===== src/core/ebus_regs.svh =====
// register offsets, field positions and reset values for the external bus port block
`ifndef EBUS_REGS_SVH
`define EBUS_REGS_SVH
`define OFS_GPIO_A_DATA 16'h0000
`define OFS_GPIO_A_DIRECTION 16'h0002
`define OFS_PORT_E_DATA 16'h0008
`define OFS_PORT_E_DIRECTION 16'h0009
`define OFS_BUS_CTRL 16'h0040
`define OFS_BUS_STATUS 16'h0044
`define OFS_EXP_REG_LIMIT 16'h0010
`define RST_GPIO_A_DIRECTION 8'h00
`define RST_BUS_CTRL 8'h00
`define CTRL_MODE_LSB 0
`define CTRL_NARROW_BIT 2
`define CTRL_FOLLOW_BIT 3
`define CTRL_EME_BIT 4
`define ADDR_W 16
`define FOLLOW_BASE 16'h0400
`define FOLLOW_TOP 16'h07FF
`define RAM_BASE 16'h2000
`define RAM_TOP 16'h3FFF
`endif


===== src/core/ebus_pkg.sv =====
// types for the external bus port block
package ebus_pkg;
    typedef enum logic [1:0]
    {
        MODE_SINGLE,
        MODE_EXPANDED,
        MODE_PERIPHERAL
    } op_mode_e;
    typedef enum logic
    {
        BUS_IDLE,
        BUS_EXT
    } bus_state_e;
endpackage : ebus_pkg


===== src/core/ebus_strobe_enc.sv =====
// size and alignment encoder for the external bus control pins
`timescale 1ns/1ps
`default_nettype none
module ebus_strobe_enc
(
    input wire logic is_word,
    input wire logic addr0,
    input wire logic is_read,
    input wire logic [15:0] wdata_in,
    output logic strobe_n,
    output logic a0,
    output logic rw,
    output logic [15:0] wdata_out
);
    assign strobe_n = is_word ? addr0 : ~addr0;
    assign a0 = addr0;
    assign rw = is_read;
    // misaligned word: accessed byte low, next byte high
    assign wdata_out = (is_word && addr0) ? {wdata_in[7:0], wdata_in[15:8]} : wdata_in;
endmodule : ebus_strobe_enc
`default_nettype wire


===== src/core/ebus_port_ctrl.sv =====
// external multiplexed bus control with port A general purpose I/O
// Function
// - 16-bit internal paths; external bus 8 or 16 bits by mode and control.
// - byte and word accesses may be adjacent; size shown on low byte strobe.
// - wide expanded mode narrows register-following space when follow bit set.
// - strobe and A0 both high only for internal RAM misaligned words.
// - misaligned RAM word: accessed byte on low half, next on high.
// - byte access encoding of strobe, A0 and read/write.
// - word access encoding of strobe, A0 and read/write.
// - peripheral mode removes the first sixteen expansion registers.
// - expanded modes send port A/B register accesses externally.
// - expanded with emulate bit sends port E registers externally.
// - port A is GPIO single chip, else high address/data, narrow low data.
// - port A data readable in single chip only, writable unless expanded; direction follows register bit.
// - direction 0 input, 1 output; resets to zero.
// - direction register absent in expanded/peripheral modes, else accessible.
//
// The Avalon-MM interface to the registers was chosen for this implementation.
`include "ebus_regs.svh"
`timescale 1ns/1ps
`default_nettype none
module ebus_port_ctrl
    import ebus_pkg::*;
(
    input wire logic clk_sys,
    input wire logic rst,
    input wire logic [15:0] avs_address,
    input wire logic avs_read,
    input wire logic avs_write,
    input wire logic [1:0] avs_byteenable,
    input wire logic [15:0] avs_writedata,
    output logic [15:0] avs_readdata,
    output logic avs_waitrequest,
    input wire logic [7:0] port_a_pins_in,
    output logic [7:0] port_a_pins_out,
    output logic [7:0] port_a_pins_oe,
    output logic [7:0] port_b_pins_out,
    output logic [7:0] port_b_pins_oe,
    output logic low_byte_strobe_n,
    output logic addr0_pin,
    output logic rw_pin,
    output logic bus_phase_clock,
    output logic data_bus_enable_n,
    output logic ext_is_word,
    output logic [15:0] ext_data_q
);
    logic [7:0] pa_s1_q, pa_s2_q, pa_s3_q, pa_in_q;
    logic [7:0] gpio_a_data_q, gpio_a_direction_q;
    logic [7:0] ctrl_q;
    bus_state_e st_q;
    logic [1:0] phase_q;
    logic [15:0] ext_addr_q;
    logic ext_word_q, ext_read_q, ext_acc_q;
    logic [15:0] rdata_d;
    logic wait_d;
    function automatic logic in_rng(input logic [15:0] a, input logic [15:0] lo,
                                    input logic [15:0] hi);
        in_rng = (a >= lo) && (a <= hi);
    endfunction : in_rng
    wire op_mode_e mode = op_mode_e'(ctrl_q[`CTRL_MODE_LSB +: 2]);
    wire single = (mode == MODE_SINGLE);
    wire periph = (mode == MODE_PERIPHERAL);
    wire expanded = (mode == MODE_EXPANDED);
    wire narrow_bit = ctrl_q[`CTRL_NARROW_BIT];
    wire follow_bit = ctrl_q[`CTRL_FOLLOW_BIT];
    wire emulate_port_e_bit = ctrl_q[`CTRL_EME_BIT];
    wire req = avs_read | avs_write;
    wire is_word = (avs_byteenable == 2'b11);
    wire is_ram = in_rng(avs_address, `RAM_BASE, `RAM_TOP);
    wire is_follow = in_rng(avs_address, `FOLLOW_BASE, `FOLLOW_TOP);
    wire is_pa_reg = (avs_address == `OFS_GPIO_A_DATA) || (avs_address == `OFS_GPIO_A_DIRECTION);
    wire is_pb_reg = (avs_address == 16'h0001) || (avs_address == 16'h0003);
    wire is_pe_reg = (avs_address == `OFS_PORT_E_DATA) || (avs_address == `OFS_PORT_E_DIRECTION);
    wire is_ctl_reg = (avs_address == `OFS_BUS_CTRL) || (avs_address == `OFS_BUS_STATUS);
    // lowest sixteen registers vanish in peripheral mode
    wire removed_periph = periph && (avs_address < `OFS_EXP_REG_LIMIT);
    // port A/B registers become external in expanded mode
    wire removed_ab = expanded && (is_pa_reg || is_pb_reg);
    // port E registers external only with emulate bit
    wire removed_e = expanded && emulate_port_e_bit && is_pe_reg;
    wire go_ext = !is_ctl_reg && !is_ram && (removed_ab || removed_e ||
        (expanded && avs_address >= `OFS_EXP_REG_LIMIT));
    // wide unless narrow mode; follow space narrowed
    wire narrow_now = narrow_bit || (follow_bit && is_follow);
    wire pa_visible = single && (avs_address == `OFS_GPIO_A_DATA);
    // direction register mapped only in single chip mode
    wire dir_visible = single && (avs_address == `OFS_GPIO_A_DIRECTION);
    wire enc_strobe_n, enc_a0, enc_rw;
    wire [15:0] enc_wdata;
    ebus_strobe_enc u_enc
    (
        .is_word(is_word),
        .addr0(avs_address[0]),
        .is_read(avs_read),
        .wdata_in(avs_writedata),
        .strobe_n(enc_strobe_n),
        .a0(enc_a0),
        .rw(enc_rw),
        .wdata_out(enc_wdata)
    );
    always_ff @(posedge clk_sys)
    begin
        pa_s1_q <= port_a_pins_in;
        pa_s2_q <= pa_s1_q;
        pa_s3_q <= pa_s2_q;
        if (pa_s2_q == pa_s3_q)
        begin
            pa_in_q <= pa_s3_q;
        end
    end
    // read returns pin level for inputs, latch for outputs
    wire [7:0] pa_read = (gpio_a_direction_q & gpio_a_data_q) | (~gpio_a_direction_q & pa_in_q);
    always_comb
    begin
        rdata_d = 16'h0000;
        wait_d = 1'b0;
        if (st_q == BUS_IDLE && req && go_ext && !removed_periph)
        begin
            wait_d = 1'b1;
        end
        else if (pa_visible)
        begin
            rdata_d = {8'h00, pa_read};
        end
        else if (dir_visible)
        begin
            rdata_d = {8'h00, gpio_a_direction_q};
        end
        else if (avs_address == `OFS_BUS_CTRL)
        begin
            rdata_d = {8'h00, ctrl_q};
        end
        else if (avs_address == `OFS_BUS_STATUS)
        begin
            rdata_d = {14'h0000, ext_acc_q, narrow_now};
        end
    end
    // first cycle of an external access stalls; second completes
    assign avs_waitrequest = wait_d;
    assign avs_readdata = rdata_d;
    always_ff @(posedge clk_sys)
    begin
        if (rst)
        begin
            st_q <= BUS_IDLE;
            gpio_a_direction_q <= `RST_GPIO_A_DIRECTION;
            gpio_a_data_q <= 8'h00;
            ctrl_q <= `RST_BUS_CTRL;
            phase_q <= 2'b00;
            ext_acc_q <= 1'b0;
        end
        else
        begin
            phase_q <= phase_q + 2'b01;
            st_q <= wait_d ? BUS_EXT : BUS_IDLE;
            ext_acc_q <= wait_d;
            if (avs_write && !wait_d)
            begin
                if (avs_address == `OFS_GPIO_A_DATA && !go_ext)
                begin
                    gpio_a_data_q <= avs_writedata[7:0];
                end
                if (dir_visible)
                begin
                    gpio_a_direction_q <= avs_writedata[7:0];
                end
                if (avs_address == `OFS_BUS_CTRL)
                begin
                    ctrl_q <= avs_writedata[7:0];
                end
            end
        end
    end
    always_ff @(posedge clk_sys)
    begin
        if (rst)
        begin
            ext_addr_q <= 16'h0000;
            ext_word_q <= 1'b0;
            ext_read_q <= 1'b1;
            low_byte_strobe_n <= 1'b1;
            addr0_pin <= 1'b0;
            rw_pin <= 1'b1;
            ext_data_q <= 16'h0000;
        end
        else if (wait_d || (req && is_ram))
        begin
            ext_addr_q <= avs_address;
            ext_word_q <= is_word && !narrow_now;
            ext_read_q <= avs_read;
            // size shown per access; misaligned words only in RAM
            low_byte_strobe_n <= (is_word && avs_address[0] && !is_ram) ? 1'b0 : enc_strobe_n;
            addr0_pin <= enc_a0;
            rw_pin <= enc_rw;
            ext_data_q <= enc_wdata;
        end
    end
    assign ext_is_word = ext_word_q;
    wire drive_data = (st_q == BUS_EXT) && !ext_read_q;
    // port A function by mode; pin direction from register in single chip mode only
    always_ff @(posedge clk_sys)
    begin
        if (rst)
        begin
            port_a_pins_out <= 8'h00;
            port_a_pins_oe <= 8'h00;
            port_b_pins_out <= 8'h00;
            port_b_pins_oe <= 8'h00;
            bus_phase_clock <= 1'b0;
            data_bus_enable_n <= 1'b1;
        end
        else
        begin
            // phase clock and data enable let outside logic split address/data
            bus_phase_clock <= phase_q[1];
            data_bus_enable_n <= !(st_q == BUS_EXT);
            if (single)
            begin
                port_a_pins_out <= gpio_a_data_q;
                port_a_pins_oe <= gpio_a_direction_q;
                port_b_pins_out <= 8'h00;
                port_b_pins_oe <= 8'h00;
            end
            else
            begin
                port_a_pins_oe <= (st_q == BUS_EXT) ? {8{drive_data}} : 8'hFF;
                port_b_pins_oe <= (st_q == BUS_EXT) ? {8{drive_data && ext_word_q}} : 8'hFF;
                if (st_q == BUS_EXT)
                begin
                    port_a_pins_out <= ext_word_q ? ext_data_q[15:8] : ext_data_q[7:0];
                    port_b_pins_out <= ext_data_q[7:0];
                end
                else
                begin
                    // new address shows at once, ahead of its data phase
                    port_a_pins_out <= wait_d ? avs_address[15:8] : ext_addr_q[15:8];
                    port_b_pins_out <= wait_d ? avs_address[7:0] : ext_addr_q[7:0];
                end
            end
        end
    end
    chk_dir_reset: assert property (@(posedge clk_sys)
        $past(rst) |-> gpio_a_direction_q == 8'h00)
        else $error("direction not cleared by reset");
    chk_pa_oe: assert property (@(posedge clk_sys) disable iff (rst)
        $past(single) && !$past(rst) |-> port_a_pins_oe == $past(gpio_a_direction_q))
        else $error("port A enable does not follow direction");
    chk_ext_stall: assert property (@(posedge clk_sys) disable iff (rst)
        avs_waitrequest |=> !avs_waitrequest)
        else $error("external access stall too long");
    chk_dir_hidden: assert property (@(posedge clk_sys) disable iff (rst)
        !single && avs_write && avs_address == `OFS_GPIO_A_DIRECTION
        |=> $stable(gpio_a_direction_q))
        else $error("direction written while unmapped");
    chk_misalign_ram: assert property (@(posedge clk_sys) disable iff (rst)
        low_byte_strobe_n && addr0_pin |-> in_rng(ext_addr_q, `RAM_BASE, `RAM_TOP))
        else $error("misaligned strobe outside RAM");
    chk_byte_enc: assert property (@(posedge clk_sys) disable iff (rst)
        ext_acc_q && !ext_word_q && !$past(narrow_now) |-> low_byte_strobe_n != addr0_pin)
        else $error("byte strobe encoding wrong");
    chk_periph_gone: assert property (@(posedge clk_sys) disable iff (rst)
        periph && req && avs_address < `OFS_EXP_REG_LIMIT |-> !avs_waitrequest)
        else $error("removed register reached the bus");
    chk_dbe_ext: assert property (@(posedge clk_sys) disable iff (rst)
        st_q == BUS_EXT |=> !data_bus_enable_n)
        else $error("data enable missing in external cycle");
    chk_word_even: assert property (@(posedge clk_sys) disable iff (rst)
        ext_acc_q && ext_word_q && !addr0_pin |-> !low_byte_strobe_n)
        else $error("even word strobe not low");
    chk_rw_follows: assert property (@(posedge clk_sys) disable iff (rst)
        ext_acc_q |-> rw_pin == $past(avs_read))
        else $error("read write pin does not follow request");
    chk_dir_write: assert property (@(posedge clk_sys) disable iff (rst)
        single && avs_write && !avs_waitrequest && avs_address == `OFS_GPIO_A_DIRECTION
        |=> gpio_a_direction_q == $past(avs_writedata[7:0]))
        else $error("direction write lost");
    // pins carry address outside single chip after each idle bus cycle
    chk_pa_addr: assert property (@(posedge clk_sys) disable iff (rst)
        !single && st_q == BUS_IDLE |=> port_a_pins_oe == 8'hFF)
        else $error("port A not driving address");
    chk_ab_external: assert property (@(posedge clk_sys) disable iff (rst)
        req && expanded && (is_pa_reg || is_pb_reg) && st_q == BUS_IDLE |-> avs_waitrequest)
        else $error("port register stayed internal in expanded mode");
    chk_pe_external: assert property (@(posedge clk_sys) disable iff (rst)
        req && is_pe_reg && st_q == BUS_IDLE
        |-> avs_waitrequest == (expanded && emulate_port_e_bit))
        else $error("port E routing wrong");
    chk_ram_internal: assert property (@(posedge clk_sys) disable iff (rst)
        req && is_ram |-> !avs_waitrequest)
        else $error("RAM access stalled as external");
endmodule : ebus_port_ctrl
`default_nettype wire


===== config.mk =====
export PLATFORM = sky130hd
export DESIGN_NAME = ebus_port_ctrl
export DESIGN_NICKNAME = d
export VERILOG_FILES = /design/src/core/ebus_pkg.sv /design/src/core/ebus_strobe_enc.sv /design/src/core/ebus_port_ctrl.sv
export VERILOG_INCLUDE_DIRS = /design/src /design/src/core
export SDC_FILE = /design/constraint.sdc
export NUM_CORES = 1
export LEC_CHECK = 0
export ABC_AREA = 0
export ABC_CLOCK_PERIOD_IN_PS = 6000
export BUFFER_PORTS_ARGS = -buffer_cell sky130_fd_sc_hd__buf_2
export CAP_MARGIN = 30
export CELL_PAD_IN_SITES_DETAIL_PLACEMENT = 0
export CELL_PAD_IN_SITES_GLOBAL_PLACEMENT = 1
export CORE_UTILIZATION = 30
export DETAILED_ROUTE_END_ITERATION = 6
export GPL_TIMING_DRIVEN = 0
export PLACE_DENSITY_LB_ADDON = 0.1
export SYNTH_ARGS = -nofsm -noshare
export SYNTH_HDL_FRONTEND = slang
export SYNTH_HIERARCHICAL = 1
export SYNTH_SLANG_ARGS = --single-unit

===== constraint.sdc =====
create_clock -name clk_sys -period 6 [get_ports clk_sys]
set_input_delay 1.2 -clock clk_sys [delete_from_list [all_inputs] [get_ports clk_sys]]
set_output_delay 1.2 -clock clk_sys [all_outputs]
set_load 0.1 [all_outputs]

After elaboration in Yosys (flattened, before gate mapping)
Cells that the tools add are included.

Flip-flop bits (word level): 130. Bits of input ports: 46.

Add/sub/neg operators: 1. $lt $le $gt $ge: 6. Equal/unequal tests: 11. Multiplexer cells: 19. Bitwise operators: 7. Reductions and logical operators: 46.

Operator list (number): two-way mux 8 bit (13); == test 16 x 2 -> 1 bit (second input constant) (2); == test 16 x 4 -> 1 bit (second input constant) (2); == test 16 x 7 -> 1 bit (second input constant) (2); logical AND 1 bit (23); bitwise AND 8 bit (2); == test 16 x 1 -> 1 bit (second input constant) (1); greater-or-equal comparator 16 x 11 -> 1 bit (second input constant) (1); greater-or-equal comparator 16 x 14 -> 1 bit (second input constant) (1); greater-or-equal comparator 16 x 5 -> 1 bit (second input constant) (1); less-or-equal comparator 16 x 11 -> 1 bit (second input constant) (1); less-or-equal comparator 16 x 14 -> 1 bit (second input constant) (1); zero test 16 bit (1); < comparator 16 x 5 -> 1 bit (second input constant) (1); two-way mux 16 bit (1); logical OR 1 bit (9); == test 8 bit (1); zero test 1 bit (8); inverter 8 bit (1); bitwise OR 8 bit (1); AND reduction 2 bit (3); == test 2 bit (second input constant) (2); two-way mux 1 bit (4); adder 2 x 1 -> 2 bit (second input constant) (1); 6 further kinds (7).

Longest topological paths before layout
Word-level depth: 13. Gate-level depth with buffers: 7. Depth with buffers taken out: 5.

Modules after synthesis
Netlist, hierarchy kept.

By module, submodules not included: ebus_port_ctrl (instances 1, cells an instance 526, area an instance 5222.5 sq um, sequential area each 2542.4 sq um); ebus_strobe_enc (instances 1, cells an instance 23, area an instance 306.5 sq um, sequential area each 0.0 sq um).

Least setup slack after synthesis
Ideal clock, no wire load.

Path type: input port to output port. From: input avs_address[8]. To: output avs_readdata[0]. Data arrival time: 4.010 ns. Required time: 4.800 ns. Slack: 0.790 ns. Stages: 4. Path buffers: 0. Cell sequence: nor3_1 nand4_1 or2_2 o21ai_0.

Longest elaborated chain between the ends: 10. Elaborated cells between the ends (all ways): 43. Those cells by class: order compare: 6; eq/ne: 7; mux: 5; reduce/logical: 25.

Ends and longest elaborated chain: from (decl) (RTL line ebus_port_ctrl.sv:27) `input wire logic [15:0] avs_address,`; branches (longest 9 deep; another with greater-or-equal comparator 16 x 11 -> 1 bit); two-way mux 8 bit * (RTL line ebus_port_ctrl.sv:117) `if (st_q == BUS_IDLE && req && go_ext && !removed_periph)`; to (decl) (RTL line ebus_port_ctrl.sv:32) `output logic [15:0] avs_readdata,`.

Every way passes the cells marked *.

Final worst setup path
From: input avs_address[4]. To: output avs_waitrequest.

Longest elaborated chain between the ends: 10. Elaborated cells between the ends (all ways): 32. Those cells by class: order compare: 4; eq/ne: 7; mux: 1; reduce/logical: 20.

Ends and longest elaborated chain: branches (longest 8 deep; another with greater-or-equal comparator 16 x 14 -> 1 bit); logical AND 1 bit * (RTL line ebus_port_ctrl.sv:117); two-way mux 1 bit * (RTL line ebus_port_ctrl.sv:117); to (decl) (RTL line ebus_port_ctrl.sv:33) `output logic avs_waitrequest,`.

Marks and branches as above.

==> flow_summary.toml <==
[status]
outcome = "complete, no violations"

[timing]
max_freq_mhz = 219
rsz0062_at_grt = "no"
finalHoldViolCount = 0
period_share_pct = 76.0
clock-skew-final_ps = 8.01
period_needed_ps = 4560
setup-violations-final = 0
maxSlewViolCount = 0
tns_ps = 0
worst_pin_slew_ps = 912
holdWs_ps = 325
slew_headroom_pct = 38.9

[cts]
clock-sinks = 123
clkLatencyLatePin_ps = 430
htree_num_levels = 4
clk_pin_slew_worst_paths_ps = 60
post_cts_buffers = 0
hold_buffers = 0
numCtsBuffers = 17
cts_tree = "yes"
cts_resized = 0
cts_root_buffer = "clkbuf_16"
cts_max_path_buffers = 2

[layout]
drive_gt1_share_pct = 27.9
nFillCells = 1855
syn_to_final_growth_pct = 26.4
layoutNonFillerInstCount = 924
diodes = 0
finalNetCount = 730

[detailed_routing]
drtPass1Iterations = 5
antenna_left = 0
wl_met2_um = 8270
wl_met3_um = 948
top_layer_used = "met4"
vias_per_cell = 4.74
vias = 4382
drtIter0Drc = 251
drt-met1-wl_um = 7700
wire_per_inst_um = 18.5
routed_wl_um = 17100
drc_errors = 0

[floorplanning]
initial_core_util_pct = 30.7
dieArea_um2 = 19000
rows = 49
die_h_um = 138
io_pins = 117
core-area_um2 = 18000
die_x_um = 138

[yosys]
async_reset_ff_share_pct = 0
synth.most_common_cell = "dfxtp_1"
post_synth.cell_area_avg_um2 = 10.1
synth-seq-area-share_pct = 46.0
synth-seq-cells = 123
synthFlopType = "dfxtp_1"
yosysTopAreaCell = "dfxtp_1"
synth_cells = 549
synth.top_cells.by_area = "dfxtp_1 (42%), mux2i_1 (12%), nand2b_1 (8.6%)"
synth_top_area_share_pct = 41.6
syn-cell-area_um2 = 5530
synth_cell_types = 49
synth_warnings = 6
ys_top_cells_by_count = "dfxtp_1 (115), nand2b_1 (76), mux2i_1 (65)"
synth-edff-count = 8

[worst_setup_path]
worstPathMaxFanout = 10
critPathLaunchType = "input pin"
timing.rr.start = "ctrl_q[1]"
critPathRequiredTime_ps = 4800
rr_endpoint = "port_a_pins_out[6]"
r2r_setup_slack_ps = 3650
cp.arrival_ps = 3360
rr_worst_depth = 6
setup.worst_path.class = "input pin to primary output"
critPathCaptureType = "primary output"

[global_route]
antenna_found_initial = 0
overflow = 0
grt_max_degree = 17
grtUsageTotal_pct = 19.3
grt_pass1_wl_um = 25900
grt_pass1_vias = 4309

[place]
place.gp.congestion = 0.774
hpwl_um = 12800
placed_cells = 892
numPortBuffers = 106

[pwr]
sw_frac_of_total_pct = 25.6
power.switching_uw = 540
clockPowerShare_pct = 50.5
seqPwrFrac_pct = 40.5
comb_power_share_pct = 9.0
p_leak_nw = 2.94
p_int_mw = 1.57
p_per_area_nw_per_um2 = 302
max-vdd-ir-drop_v = 0.000200
totalPowerFinal_mw = 2.11

[min_path]
hold_depth = 0
min-delay-start = "pa_s1_q[6]"
worstHoldEndpoint = "pa_s2_q[6]"
hold_class = "flop to flop"

[job]
drv_cap = 0
flip-flops by register name, summed over array words and instances, names as in the netlist, 2 cells and up:
signal and flops:
ctrl_q 8, ext_addr_q 16, ext_data_q 16, gpio_a_data_q 8
gpio_a_direction_q 8, pa_in_q 8, pa_s1_q 8, pa_s2_q 8
pa_s3_q 8, phase_q 2, port_a_pins_oe 8, port_a_pins_out 8
port_b_pins_out 8
through the flow:
stage               utilization (%)  instance area [µm²]  worst slack, ps
detailed placement             35.4                 6380             1440
global placement               35.4                 6370             1170
finish                         38.8                 6990             1440
floorplan                         -                 5560              790
CTS                            38.8                 6990             1440
global route                   38.8                 6990             1320
logic make-up after synthesis:
| logic type | Yosys count | share of synthesized area, % |
|---|---|---|
| multiplexers | 84 | 16.7 |
| adder cells (fa/ha/maj) | 2 | 0.453 |
| buffers and inverters | 56 | 5.34 |
| other | 1 | 0.0678 |
| AO/OA/AOI/OAI | 92 | 11.2 |
| AND/OR/NAND/NOR | 182 | 18.8 |
| XOR/XNOR | 9 | 1.43 |
| flip-flops | 123 | 46.0 |
cells in the final DEF, fill, tap and decap left out, types with 7 or more instances in the layout:
master,count
a211oi_1,8
a21oi_1,13
buf_2,112
buf_4,17
clkbuf_1,26
clkbuf_16,17
clkinvlp_4,7
conb_1,8
dfxtp_1,115
edfxtp_1,8
mux2_4,16
mux2i_1,65
nand2_1,14
nand2b_1,76
nor2_1,45
nor3_1,21
o21a_1,9
o21ai_0,32
xnor2_1,9
layer usage:
metal  global-route usage [%]  up-vias
met3                     4.78       14
li1                         -     2153
met5                        0        -
met2                     32.1      122
met1                     24.3     2093
met4                     5.98        0
worst max path at each step:
stage / from / to / slack (ps) / cells after the start
finish: avs_address[4] / avs_waitrequest / 1440 / 8
global placement: avs_address[6] / avs_readdata[1] / 1170 / 7
floorplan: avs_address[8] / avs_readdata[0] / 790 / 4
global route: avs_address[4] / avs_waitrequest / 1320 / 8
CTS: avs_address[15] / avs_waitrequest / 1440 / 8
detailed placement: avs_address[15] / avs_waitrequest / 1440 / 8
power by group through the flow:
stage	Combinational [mW]	Sequential (mW)	Clock [mW]
2_1_floorplan	0.0999	0.904	0
3_3_place_gp	0.190	0.872	0
3_5_place_dp	0.191	0.873	0
4_1_cts	0.192	0.855	1.09
5_1_grt	0.202	0.856	1.13
6_report	0.190	0.855	1.07
worst max-delay path, stage by stage:
cell      delay, ps
buf_2           130
nor3_4          330
nand4_1         250
o21a_1          320
nand2_1         300
clkbuf_1        450
inv_1            70
buf_2           300
layout make-up:
class | count | area (µm²) | share of cell area [%]
multi-input cells | 377 | 2720 | 38.9
inverters | 7 | 26.3 | 0.376
well taps | 229 | 287 | 4.10
repair buffers | 107 | 536 | 7.66
clock buffers | 19 | 443 | 6.34
plain buffers | 49 | 269 | 3.85
clock inverters | 13 | 169 | 2.42
flip-flops and latches | 123 | 2540 | 36.4
Power figures use the tool's default switching activity.
